$ cat src/rtl/sbc_event_pkg.sv
// constants and types shared by the event notifier
package sbc_event_pkg;

  // ****************************************
  // timing
  // ****************************************
  localparam int CLK_PERIOD_NS = 4;
  localparam real REQUEST_TIMEOUT_MIN_MS = 5.4;
  localparam real REQUEST_TIMEOUT_MAX_MS = 6.6;
  localparam real REQUEST_PULSE_MIN_US = 10.0;
  // least time, exact in whole cycles at this rate
  localparam int REQUEST_TIMEOUT_CYCLES = int'(REQUEST_TIMEOUT_MIN_MS * 1.0e6 / CLK_PERIOD_NS);
  localparam int REQUEST_PULSE_CYCLES = int'(REQUEST_PULSE_MIN_US * 1.0e3 / CLK_PERIOD_NS);
  localparam int CNT_W = 21;

  // ****************************************
  // command port
  // ****************************************
  localparam logic [2:0] CMD_READ_ONLY = 3'h7;
  localparam logic [2:0] ADDR_WAKE = 3'h0;
  localparam logic [2:0] ADDR_TEMP = 3'h1;
  localparam logic [2:0] ADDR_SUPPLY = 3'h2;

  // ****************************************
  // source indices of the mask vector
  // ****************************************
  localparam int NUM_SRC = 13;
  localparam int NUM_STATE = 7;
  localparam int NUM_EVENT = 6;
  localparam int SRC_OTP_VCC1 = 0;
  localparam int SRC_OT_VCC2 = 1;
  localparam int SRC_OT_XCVR = 2;
  localparam int SRC_CAN_FAIL = 3;
  localparam int SRC_SECOND_REG_UNDERVOLT_FLAG = 4;
  localparam int SRC_THIRD_REG_UNDERVOLT_FLAG = 5;
  localparam int SRC_OC_VCC3 = 6;
  localparam int SRC_SPI_FAIL = 7;
  localparam int SRC_RESET = 8;
  localparam int SRC_BAD_WD = 9;
  localparam int SRC_BUS_WAKE = 10;
  localparam int SRC_PIN_WAKE = 11;
  localparam int SRC_PERIODIC_WAKE = 12;
  localparam logic [NUM_SRC-1:0] MASK_RESET = 13'h1FFF;
  localparam logic [7:0] FLAGS_RESET = 8'h00;
  localparam logic CFG_RESET = 1'b0;

  // ****************************************
  // types
  // ****************************************
  typedef enum logic [1:0] {REQ_IDLE, REQ_ASSERT, REQ_GAP} reqState_t;

  // analog conditions, same order as the state sources
  typedef struct packed {
    logic ocVcc3;
    logic uvVcc3;
    logic uvVcc2;
    logic canFail;
    logic otXcvr;
    logic otVcc2;
    logic otpVcc1;
  } cond_t;

  typedef struct packed {
    logic wdFailure;
    logic badWdCfg;
    logic spiFail;
    logic periodicWake;
    logic pinWake;
    logic busWake;
  } evtIn_t;

  typedef struct packed {
    logic done;
    logic [2:0] cmd;
    logic [2:0] addr;
  } spiFrame_t;

endpackage

$ cat src/rtl/sbc_sync2.sv
// two-stage synchroniser for asynchronous levels
`timescale 1ns/1ps
`default_nettype none
module sbc_sync2 #(
  parameter int W = 1
) (
  input wire logic clk,
  input wire logic rst,
  input wire logic [W-1:0] async,
  output logic [W-1:0] sync
);
  logic [W-1:0] stage1;

  genvar i;
  generate
    for (i = 0; i < W; i++) begin : g_bit
      always_ff @(posedge clk or posedge rst) begin
        if (rst) begin
          stage1[i] <= 1'b0;
          sync[i] <= 1'b0;
        end else begin
          stage1[i] <= async[i];
          sync[i] <= stage1[i];
        end
      end
    end
  endgenerate
endmodule
`default_nettype wire

$ cat src/rtl/sbc_state_flag.sv
// flag that latches an event, then follows its condition once read
`timescale 1ns/1ps
`default_nettype none
module sbc_state_flag (
  input wire logic clk,
  input wire logic rst,
  input wire logic restart,
  input wire logic setEvt,
  input wire logic readClr,
  input wire logic cond,
  output logic flag
);
  always_ff @(posedge clk or posedge rst) begin
    if (rst) begin
      flag <= 1'b0;
    end else if (restart) begin
      flag <= 1'b0;
    end else if (setEvt) begin
      // set beats a read in the same cycle
      flag <= 1'b1;
    end else if (readClr) begin
      // stays set while the condition persists
      flag <= cond;
    end
  end
endmodule
`default_nettype wire

$ cat src/rtl/sbc_event_notifier.sv
// event notifier: source flags, masking and the open-drain request pin
//
// Operation
// enabled event drives request pin low
// per-source mask gates pin, flag still visible
// undervoltage requests on begin and end
// state flags latch, then follow condition
// chip-failure and wake flags clear on read
// read-only to register 000 releases pin
// wakes in 000, others via summary bit
// summary clears when 001 and 010 empty
// merged sources give one low assertion
// pin low no longer than time-out
// gap of time-out between assertions
// each assertion lasts at least 10 us
// signalling only in normal or stop
// all sources enabled after reset, restart
// switch-on sets undervoltage flag
// shorted regulator keeps flag set
// switching regulator off raises nothing
// delayed second assertion survives shared read
// reset source only in development mode
// pin selects configuration during init
// development mode reports watchdog failure
// bad watchdog setting raises event
// read clears take effect at frame end
`timescale 1ns/1ps
`default_nettype none
module sbc_event_notifier
  import sbc_event_pkg::*;
#(
  parameter logic [CNT_W-1:0] TIMEOUT_CYCLES = CNT_W'(REQUEST_TIMEOUT_CYCLES)
) (
  input wire logic clk,
  input wire logic rst,
  input wire logic normalMode,
  input wire logic stopMode,
  input wire logic initMode,
  input wire logic restartMode,
  input wire logic swDevMode,
  input wire logic resetOutputPin,
  input wire cond_t condRaw,
  input wire evtIn_t evtIn,
  input wire logic reg2Enabled,
  input wire logic reg3Enabled,
  input wire logic reg2SwitchOn,
  input wire logic reg3SwitchOn,
  input wire logic maskWrite,
  input wire logic [NUM_SRC-1:0] maskData,
  input wire spiFrame_t spiFrame,
  input wire logic requestPinIn,
  output logic requestPinOut,
  output logic requestPinOe,
  output logic [7:0] wakeReg,
  output logic [7:0] tempReg,
  output logic [7:0] supplyReg,
  output logic [NUM_SRC-1:0] maskState,
  output logic cfgSelect
);

  // ****************************************
  // synchronisers
  // ****************************************
  cond_t cond;
  logic pinSync;
  logic [NUM_STATE:0] syncOut;

  sbc_sync2 #(
    .W(NUM_STATE + 1)
  ) u_sync (
    .clk(clk),
    .rst(rst),
    .async({requestPinIn, condRaw}),
    .sync(syncOut)
  );

  assign cond = cond_t'(syncOut[NUM_STATE-1:0]);
  assign pinSync = syncOut[NUM_STATE];

  // ****************************************
  // qualified conditions and edges
  // ****************************************
  logic [NUM_STATE-1:0] condQual;
  logic [NUM_STATE-1:0] condPrev;
  logic reg2Prev;
  logic reg3Prev;
  logic [NUM_STATE-1:0] riseEvt;
  logic uv2Fall;
  logic uv3Fall;

  always_comb begin
    condQual = cond;
    // a regulator that is off reports no undervoltage
    condQual[SRC_SECOND_REG_UNDERVOLT_FLAG] = cond.uvVcc2 & reg2Enabled;
    condQual[SRC_THIRD_REG_UNDERVOLT_FLAG] = cond.uvVcc3 & reg3Enabled;
  end

  always_ff @(posedge clk or posedge rst) begin
    if (rst) begin
      condPrev <= '0;
      reg2Prev <= 1'b0;
      reg3Prev <= 1'b0;
    end else begin
      condPrev <= condQual;
      reg2Prev <= reg2Enabled;
      reg3Prev <= reg3Enabled;
    end
  end

  assign riseEvt = condQual & ~condPrev;
  // falling edge only counts while the regulator stays on
  assign uv2Fall = condPrev[SRC_SECOND_REG_UNDERVOLT_FLAG] & ~condQual[SRC_SECOND_REG_UNDERVOLT_FLAG]
                   & reg2Enabled & reg2Prev;
  assign uv3Fall = condPrev[SRC_THIRD_REG_UNDERVOLT_FLAG] & ~condQual[SRC_THIRD_REG_UNDERVOLT_FLAG]
                   & reg3Enabled & reg3Prev;

  // ****************************************
  // read clears at frame end
  // ****************************************
  logic readOnly;
  logic clrWake;
  logic clrTemp;
  logic clrSupply;

  // flags change only after chip select returns high
  assign readOnly = spiFrame.done && (spiFrame.cmd == CMD_READ_ONLY);
  assign clrWake = readOnly && (spiFrame.addr == ADDR_WAKE);
  assign clrTemp = readOnly && (spiFrame.addr == ADDR_TEMP);
  assign clrSupply = readOnly && (spiFrame.addr == ADDR_SUPPLY);

  // ****************************************
  // state flags
  // ****************************************
  logic [NUM_STATE-1:0] stateSet;
  logic [NUM_STATE-1:0] stateClr;
  logic [NUM_STATE-1:0] stateFlag;

  always_comb begin
    stateSet = riseEvt;
    // switch-on command forces the flag up
    stateSet[SRC_SECOND_REG_UNDERVOLT_FLAG] = riseEvt[SRC_SECOND_REG_UNDERVOLT_FLAG] | reg2SwitchOn;
    stateSet[SRC_THIRD_REG_UNDERVOLT_FLAG] = riseEvt[SRC_THIRD_REG_UNDERVOLT_FLAG] | reg3SwitchOn;
    stateClr = {NUM_STATE{clrSupply}};
    stateClr[SRC_OTP_VCC1] = clrTemp;
    stateClr[SRC_OT_VCC2] = clrTemp;
    stateClr[SRC_OT_XCVR] = clrTemp;
    stateClr[SRC_CAN_FAIL] = clrTemp;
  end

  genvar s;
  generate
    for (s = 0; s < NUM_STATE; s++) begin : g_state
      sbc_state_flag u_flag (
        .clk(clk),
        .rst(rst),
        .restart(restartMode),
        .setEvt(stateSet[s]),
        .readClr(stateClr[s]),
        .cond(condQual[s]),
        .flag(stateFlag[s])
      );
    end
  endgenerate

  // ****************************************
  // pure event flags
  // ****************************************
  logic [NUM_EVENT-1:0] evtSet;
  logic [NUM_EVENT-1:0] evtClr;
  logic [NUM_EVENT-1:0] evtFlag;

  always_comb begin
    evtSet[0] = evtIn.spiFail;
    // watchdog failure reported instead of reset in development mode
    evtSet[1] = evtIn.wdFailure & swDevMode;
    evtSet[2] = evtIn.badWdCfg;
    evtSet[3] = evtIn.busWake;
    evtSet[4] = evtIn.pinWake;
    evtSet[5] = evtIn.periodicWake;
    evtClr = {clrWake, clrWake, clrWake, clrSupply, clrSupply, clrSupply};
  end

  genvar e;
  generate
    for (e = 0; e < NUM_EVENT; e++) begin : g_event
      always_ff @(posedge clk or posedge rst) begin
        if (rst) begin
          evtFlag[e] <= 1'b0;
        end else if (restartMode) begin
          evtFlag[e] <= 1'b0;
        end else if (evtSet[e]) begin
          evtFlag[e] <= 1'b1;
        end else if (evtClr[e]) begin
          evtFlag[e] <= 1'b0;
        end
      end
    end
  endgenerate

  // ****************************************
  // readable registers
  // ****************************************
  logic summary;
  assign summary = (|stateFlag) | (|evtFlag[2:0]);

  always_ff @(posedge clk or posedge rst) begin
    if (rst) begin
      wakeReg <= FLAGS_RESET;
      tempReg <= FLAGS_RESET;
      supplyReg <= FLAGS_RESET;
    end else begin
      // summary falls only when every flag of 001 and 010 is clear
      wakeReg <= {4'h0, summary, evtFlag[5:3]};
      tempReg <= {4'h0, stateFlag[SRC_CAN_FAIL:SRC_OTP_VCC1]};
      supplyReg <= {2'h0, evtFlag[2:0], stateFlag[SRC_OC_VCC3:SRC_SECOND_REG_UNDERVOLT_FLAG]};
    end
  end

  // ****************************************
  // masks
  // ****************************************
  always_ff @(posedge clk or posedge rst) begin
    if (rst) begin
      maskState <= MASK_RESET;
    end else if (restartMode) begin
      maskState <= MASK_RESET;
    end else if (maskWrite) begin
      maskState <= maskData;
    end
  end

  // ****************************************
  // request sources
  // ****************************************
  logic [NUM_SRC-1:0] srcEvt;
  logic request;
  logic active;

  always_comb begin
    srcEvt[NUM_STATE-1:0] = stateSet;
    srcEvt[SRC_SECOND_REG_UNDERVOLT_FLAG] = stateSet[SRC_SECOND_REG_UNDERVOLT_FLAG] | uv2Fall;
    srcEvt[SRC_THIRD_REG_UNDERVOLT_FLAG] = stateSet[SRC_THIRD_REG_UNDERVOLT_FLAG] | uv3Fall;
    srcEvt[NUM_SRC-1:NUM_STATE] = evtSet;
  end

  // masked sources still record their flag above
  assign request = |(srcEvt & maskState);
  assign active = normalMode | stopMode;

  // ****************************************
  // request pin sequencer
  // ****************************************
  reqState_t state;
  reqState_t next_state;
  logic [CNT_W-1:0] cnt;
  logic pending;
  logic acked;
  logic start;
  logic pulseDone;
  logic timedOut;

  assign start = (state == REQ_IDLE) && active && (pending || request);
  assign pulseDone = cnt >= CNT_W'(REQUEST_PULSE_CYCLES - 1);
  assign timedOut = cnt >= (TIMEOUT_CYCLES - CNT_W'(1));

  always_comb begin
    next_state = state;
    unique case (state)
      REQ_IDLE: begin
        if (start) begin
          next_state = REQ_ASSERT;
        end
      end
      REQ_ASSERT: begin
        if (!active) begin
          next_state = REQ_IDLE;
        end else if ((pulseDone && (acked || clrWake)) || timedOut) begin
          next_state = REQ_GAP;
        end
      end
      REQ_GAP: begin
        if (timedOut) begin
          next_state = REQ_IDLE;
        end
      end
    endcase
  end

  always_ff @(posedge clk or posedge rst) begin
    if (rst) begin
      state <= REQ_IDLE;
    end else if (restartMode) begin
      state <= REQ_IDLE;
    end else begin
      state <= next_state;
    end
  end

  always_ff @(posedge clk or posedge rst) begin
    if (rst) begin
      cnt <= '0;
    end else if (next_state != state) begin
      cnt <= '0;
    end else if (state != REQ_IDLE) begin
      cnt <= cnt + CNT_W'(1);
    end
  end

  // acknowledge seen during the minimum pulse is held
  always_ff @(posedge clk or posedge rst) begin
    if (rst) begin
      acked <= 1'b0;
    end else if (state != REQ_ASSERT) begin
      acked <= 1'b0;
    end else if (clrWake) begin
      acked <= 1'b1;
    end
  end

  // events arriving while asserted or in the gap wait here
  always_ff @(posedge clk or posedge rst) begin
    if (rst) begin
      pending <= 1'b0;
    end else if (restartMode) begin
      pending <= 1'b0;
    end else if (start) begin
      pending <= 1'b0;
    end else if (request) begin
      pending <= 1'b1;
    end
  end

  // ****************************************
  // configuration capture
  // ****************************************
  logic cfgWindow;
  logic cfgSample;
  logic cfgWindowPrev;

  assign cfgWindow = initMode && !resetOutputPin;

  always_ff @(posedge clk or posedge rst) begin
    if (rst) begin
      cfgSample <= CFG_RESET;
      cfgWindowPrev <= 1'b0;
    end else begin
      cfgWindowPrev <= cfgWindow;
      if (cfgWindow) begin
        cfgSample <= pinSync;
      end
    end
  end

  always_ff @(posedge clk or posedge rst) begin
    if (rst) begin
      cfgSelect <= CFG_RESET;
    end else if (cfgWindowPrev && !cfgWindow && initMode) begin
      // stored as the reset output goes high
      cfgSelect <= cfgSample;
    end
  end

  // ****************************************
  // open-drain pin drive
  // ****************************************
  always_ff @(posedge clk or posedge rst) begin
    if (rst) begin
      requestPinOut <= 1'b0;
      requestPinOe <= 1'b0;
    end else begin
      requestPinOut <= 1'b0;
      // released from the cycle after the pin starts acting as configuration input
      requestPinOe <= (next_state == REQ_ASSERT) && !cfgWindow && !restartMode;
    end
  end

endmodule
`default_nettype wire

$ cat config.mk
export PLATFORM = sky130hd
export DESIGN_NAME = sbc_event_notifier
export DESIGN_NICKNAME = d
export VERILOG_FILES = /design/src/rtl/sbc_event_pkg.sv /design/src/rtl/sbc_sync2.sv /design/src/rtl/sbc_state_flag.sv /design/src/rtl/sbc_event_notifier.sv
export SDC_FILE = /design/constraint.sdc
export NUM_CORES = 1
export LEC_CHECK = 0
export ABC_AREA = 0
export BUFFER_PORTS_ARGS = -buffer_cell sky130_fd_sc_hd__buf_2
export CAP_MARGIN = 20
export CORE_MARGIN = 2
export CORE_UTILIZATION = 54
export CTS_CLUSTER_SIZE = 16
export DETAILED_ROUTE_END_ITERATION = 7
export PLACE_DENSITY = 0.79
export RECOVER_POWER = 100
export SLEW_MARGIN = 10
export SYNTH_ARGS = -nofsm -noshare
export SYNTH_HDL_FRONTEND = slang
export SYNTH_SLANG_ARGS = --single-unit
$ cat constraint.sdc
create_clock -name clk -period 3.3 [get_ports clk]
set_clock_uncertainty 0.2 [all_clocks]
set_input_delay 0.33 -clock clk [delete_from_list [all_inputs] [get_ports clk]]
set_output_delay 0.33 -clock clk [all_outputs]
set_load 0.05 [all_outputs]
==> flow_summary.json, run 1 <==
{
  "status": "finished, violations left",
  "failed_checks": "capacitance limit, slew limit",
  "avgSynthCellArea_um2": 11.3,
  "tightest_slew_ns": 1.73,
  "viasPerCell": 5.36,
  "place_congestion": 0.823,
  "netlist_instances": 357,
  "setup_viol_count_final": 0,
  "cts_buffers": 9,
  "floorplan.initialDensity_pct": 55.5,
  "relSlewSlack_pct": -16.1,
  "core_area_um2": 7250,
  "grt_pass1_vias": 3011,
  "ys_ff_latch": 94,
  "multi_input_area_um2": 1510,
  "htree_levels": 3,
  "drt_first_pass_iters": 4,
  "critPathSlowestCell": "or4_1",
  "maxCapViolCount": 1,
  "clockBufferDepth": 2,
  "place_inst": 524,
  "rows": 31,
  "powerDensity_nw_per_um2": 532,
  "critPathKind": "reg2reg",
  "vias": 3046,
  "fmax_mhz": 369,
  "synth-edff-count": 0,
  "synthTopCellsByCount": "81 x dfrtp_1, 40 x nor2_1, 23 x nand2_1, 14 x inv_1, 14 x nand3_1",
  "ys_types": 51,
  "path_delay_family": "simple AND/OR/NAND/NOR gates",
  "yosys_warnings": 0,
  "ios": 87,
  "synth-main-ff-cell": "dfrtp_1",
  "final_nets": 515,
  "holdWs_ns": 0.0177,
  "cts_setup_buffers": 0,
  "path_buf_inv": 1,
  "root_buffer": "clkbuf_8",
  "syn_area_um2": 4030,
  "die_area_um2": 8160,
  "leakage_uw": 0.00221,
  "critPathMaxStageDelay_ns": 0.58,
  "die_y_um": 90.3,
  "yosys-top-cells-area": "dfrtp_1 50%, dfstp_2 8.5%, nor2_1 3.7%, xor2_1 2.8%, nand2_1 2.1%",
  "grt_overflow": 0,
  "drtIter0Drc": 167,
  "antenna_found_initial": 0,
  "slew_violations": 42,
  "timing.final.crit_share_pct": 82.1,
  "hold_class": "in2reg",
  "drive_gt1_share_pct": 17.5,
  "numPortBuffers": 75,
  "rsz0062_at_grt": "no",
  "fin_crit_ns": 2.71,
  "cts.clk_slew.worst_paths_ns": 0.09,
  "grt_first_pass_wirelength_um": 14300,
  "tns_ns": 0,
  "worstSetupStartpointType": "register",
  "vdd_drop_max_uv": 268,
  "register_area_um2": 2370,
  "die_x_um": 90.3,
  "synth_top_area_cell": "dfrtp_1",
  "wl_per_cell_um": 15.1,
  "yosysTopAreaCellShare_pct": 50.4,
  "yosysSeqAreaShare_pct": 58.8,
  "endpoint_kind": "register",
  "area_growth_pct": 21.2,
  "post-dp-hpwl_um": 5790,
  "crit_fanout": 21,
  "hold_viol": 0,
  "route.detailed.drc": 0,
  "cts_tree": "built",
  "clkSinkCount": 94,
  "worstPathRequired_ns": 3.34,
  "grtUsageTotal_pct": 22.2,
  "crit_chain": "or4_1 > or4_1 > nor2_1 > o211ai_1 > a32oi_2 > buf_4 > nor2_1",
  "wl_um": 8570,
  "grt_start_max_net_pins": 55,
  "ant_nets": 0,
  "final_cell_count_no_fill": 568,
  "clkLatencyLatePin_ns": 0.36,
  "antenna_cells": 0,
  "synthArstFlopShare_pct": 100,
  "cp.arrival_ns": 2.75,
  "fillers": 588,
  "synth.most_common_cell": "dfrtp_1"
}
area by class of cell:
cell class / instances / area share, %
Inverter: 14 / 1.10
Sequential cell: 94 / 48.5
Clock buffer: 10 / 2.62
Clock inverter: 6 / 1.46
Timing Repair Buffer: 105 / 12.9
Multi-Input combinational cell: 240 / 30.9
Tap cell: 99 / 2.54
tightest hold or removal path, delay by kind of cell:
kind | cells | cell delay (ns)
buffers and inverters | 1 | 0.10
AO/OA/AOI/OAI | 1 | 0.08
AND/OR/NAND/NOR | 1 | 0.05
power breakdown:
| group | internal, uW | switching [uW] | total, uW |
|---|---|---|---|
| clock | 356 | 399 | 755 |
| combinational | 170 | 377 | 547 |
| sequential | 1240 | 54.8 | 1290 |
| total | 1760 | 831 | 2590 |
kinds of logic after synthesis:
logic type | after synthesis | synth area share [%]
AND/OR/NAND/NOR | 134 | 17.6
flip-flops | 94 | 58.8
AO/OA/AOI/OAI | 63 | 11.3
buffers and inverters | 33 | 4.48
XOR/XNOR | 21 | 4.57
multiplexers | 7 | 1.80
adder cells (fa/ha/maj) | 4 | 1.24
other | 1 | 0.0932
path summary, 6_finish.rpt:
path / startpoint / to / slack, ns / depth (start not counted)
worst max register to register: cnt[16] / cnt[4] / 0.59 / 7
worst min-delay path: maskData[6] / maskState[6] / 0.02 / 3
worst min register to register: u_sync.stage1[0] / u_sync.sync[0] / 0.14 / 0
max in group asynchronous: rst / tempReg[2] / 0.73 / 4
min in group asynchronous: rst / cnt[8] / 0.72 / 3
worst max-delay path: cnt[16] / cnt[4] / 0.59 / 7
metrics by stage:
step	area [um2]	setup WS [ns]	utilization, %	total power, uW
global route	4880	0.279	67.3	2730
global placement	4460	0.718	61.5	1830
finish	4880	0.591	67.3	2590
floorplan	4060	0.343	-	1730
detailed placement	4460	0.654	61.5	1850
CTS	4940	0.638	68.1	2630
per-layer routing:
metal  track usage [%]  vias to the layer above  part of all wire, %
li1                  -                     1446                    -
met1              28.7                     1488                   43
met2              37.0                       96                   49
met3              4.67                       16                  5.3
met4              8.21                        0                  2.2
met5                 0                        -                    0
sequential cells by signal, summed over array words and instances (netlist names):
register and count:
supplyReg 6, maskState 13, cnt 21, reg2Prev 1
requestPinOe 1, state 2, u_sync.sync 8, wakeReg 4
evtFlag 6, u_sync.stage1 8, g_state.u_flag.flag 7, cfgSample 1
acked 1, tempReg 4, reg3Prev 1, pending 1
condPrev 7, cfgWindowPrev 1, cfgSelect 1
placed cells by master (no fill, tap or decap), types with 10 or more instances in the layout:
cell type       n
nor2b_1        10
dlygate4sd3_1  28
a21oi_1        13
clkbuf_1       35
nand2_1        23
nand2b_1       11
nor2_1         40
xor2_1         13
conb_1         11
dfstp_2        13
buf_2          40
dfrtp_1        81
nand3_1        14
inv_1          13
repair_timing:
action | in CTS | in global routing
hold buffers | 28 | 0
hold endpoints to repair | 66 | 0
resized for setup | 0 | 0
Power figures use the tool's default switching activity.
==> run 2: changes to the inputs <==
==> constraint.sdc (replaced) <==
create_clock -name clk -period 2.8 [get_ports clk]
set_clock_uncertainty 0.2 [all_clocks]
set_input_delay 0.28 -clock clk [delete_from_list [all_inputs] [get_ports clk]]
set_output_delay 0.28 -clock clk [all_outputs]
set_load 0.05 [all_outputs]
==> run 2 against run 1 <==
The flow finishes with violations (capacitance limit). Non-clock buffer count grew 6. Worst setup slack worse by 0.47 ns. Sequential cell count stayed put. First-iteration DRC count increased by 27%. Routed wire length is 7.1% higher. Via count up 0.43%. Global-route usage increased by 1.5 points. Design area increased by 2.1%.
==> flow_summary.json, run 2 (synthesized netlist as in run 1, its figures left out) <==
{
  "die_area_um2": 8160,
  "powerDensity_nw_per_um2": 650,
  "root_buffer": "clkbuf_8",
  "r2r-start": "cnt[16]",
  "floorplan.initialDensity_pct": 55.5,
  "slew_violations": 0,
  "endpoint_kind": "register",
  "place_congestion": 0.887,
  "grt_overflow": 0,
  "cts.clk_slew.worst_paths_ns": 0.10,
  "tightest_slew_ns": 1.49,
  "die_x_um": 90.3,
  "setup_viol_count_final": 0,
  "holdWs_ns": 0.0157,
  "cts_tree": "built",
  "rsz0062_at_grt": "no",
  "die_y_um": 90.3,
  "leakage_uw": 0.00225,
  "vdd_drop_max_uv": 367,
  "r2r-end": "requestPinOe",
  "clkLatencyLatePin_ns": 0.37,
  "layout_commonest_cell": "dfrtp_1",
  "antenna_found_initial": 0,
  "core_area_um2": 7250,
  "fmax_mhz": 374,
  "tns_ns": 0,
  "route.detailed.drc": 0,
  "clockBufferDepth": 2,
  "wl_um": 9180,
  "cp.arrival_ns": 2.72,
  "critPathKind": "reg2reg",
  "numPortBuffers": 75,
  "final_nets": 521,
  "grt_pass1_vias": 3159,
  "ant_nets": 0,
  "largestRegisters": "cnt: 21 flops, maskState: 13 flops",
  "vias": 3059,
  "viasPerCell": 5.33,
  "drt_first_pass_iters": 4,
  "largest_register_ffs": 21,
  "worstPathRequired_ns": 2.85,
  "min_delay_worst_endpoint": "g_state[5].u_flag.flag",
  "worstSetupStartpointType": "register",
  "hold_path_depth": 3,
  "grtUsageTotal_pct": 23.7,
  "crit_top_cell": "or4_4",
  "hold_viol": 0,
  "ios": 87,
  "fin_crit_ns": 2.68,
  "crit_chain": "or4_4 > or4_4 > o21ai_0 > a2111oi_0 > nor3_1 > a211oi_2",
  "drtIter0Drc": 212,
  "critPathMaxStageDelay_ns": 0.56,
  "status": "finished, violations left",
  "timing.final.crit_share_pct": 95.6,
  "critPathSlowestCell": "or4_4",
  "htree_levels": 3,
  "clkSinkCount": 94,
  "grt_start_max_net_pins": 44,
  "wl_per_cell_um": 16.0,
  "hold_class": "in2reg",
  "hp-start": "reg3SwitchOn",
  "maxCapViolCount": 1,
  "cts_setup_buffers": 0,
  "grt_first_pass_wirelength_um": 15000,
  "crit_fanout": 5,
  "failed_checks": "capacitance limit",
  "area_growth_pct": 23.7,
  "final_cell_mix": "81 x dfrtp_1, 40 x nor2_1, 39 x buf_2",
  "r2r_setup_slack_ns": 0.12,
  "antenna_cells": 0,
  "startpoint": "cnt[16]",
  "relSlewSlack_pct": 0.0729,
  "largest-register": "cnt",
  "worstRegToRegCells": 6,
  "rows": 31,
  "drive_gt1_share_pct": 18.1,
  "post-dp-hpwl_um": 5920,
  "cts_buffers": 9
}
[run 2: changes by cell type in the layout (fill, tap and decap cells not counted), sizes merged]
cell	delta
clkinv	-2
clkbuf	+1
dlygate4sd3	+4
inv	+2
bufinv	+1
[run 2: worst max-delay path by stage]
stage / end / slack (ns) / cells after the start
4_1_cts: cnt[18] / 0.17 / 7
3_3_place_gp: cnt[17] / 0.26 / 7
6_report: requestPinOe / 0.12 / 6
2_1_floorplan: cnt[10] / 0.31 / 7
3_5_place_dp: cnt[18] / 0.19 / 7
5_1_grt: requestPinOe / 0.06 / 6
[run 2: per-stage QoR]
stage | total power, uW | setup slack (ns) | instance area, um2 | instances | utilization [%]
after detailed placement | 2210 | 0.189 | 4490 | 526 | 61.9
after floorplan | 2040 | 0.310 | 4070 | 367 | -
after global placement | 2200 | 0.260 | 4490 | 526 | 61.9
final | 3240 | 0.124 | 4980 | 574 | 68.7
after CTS | 3270 | 0.167 | 5040 | 574 | 69.5
after global routing | 3390 | 0.0560 | 4980 | 574 | 68.7
[run 2: per-layer routing]
metal  global-route usage, %  wire length, um
met5                       0                0
met4                    9.62              196
met3                    4.67              389
met2                    40.5             4750
met1                    29.7             3840
[run 2: area by class of cell]
| cell class | instances | area (um2) |
|---|---|---|
| inverters | 14 | 53.8 |
| well taps | 99 | 124 |
| clock inverters | 7 | 104 |
| clock buffers | 9 | 124 |
| fillers | 565 | 2270 |
| flip-flops and latches | 94 | 2370 |
| multi-input cells | 240 | 1520 |
| repair buffers | 111 | 688 |
[run 2: what timing repair did]
action / CTS / global route
hold buffers: 32 / 0
resized for setup: 0 / 1
endpoints found under the setup margin: 0 / 1
hold endpoints to repair: 58 / 0
[run 2: worst max-delay path, delay by kind of cell (launching register included)]
kind               cells  cell delay, ns
AOI/OAI and AO/OA      3            0.50
DFF                    1            0.44
and+or+nand+nor        3            1.42
[run 2: power by group]
| group | switching, uW | internal, uW |
|---|---|---|
| registers | 65.2 | 1460 |
| clock network | 498 | 515 |
| logic | 469 | 234 |
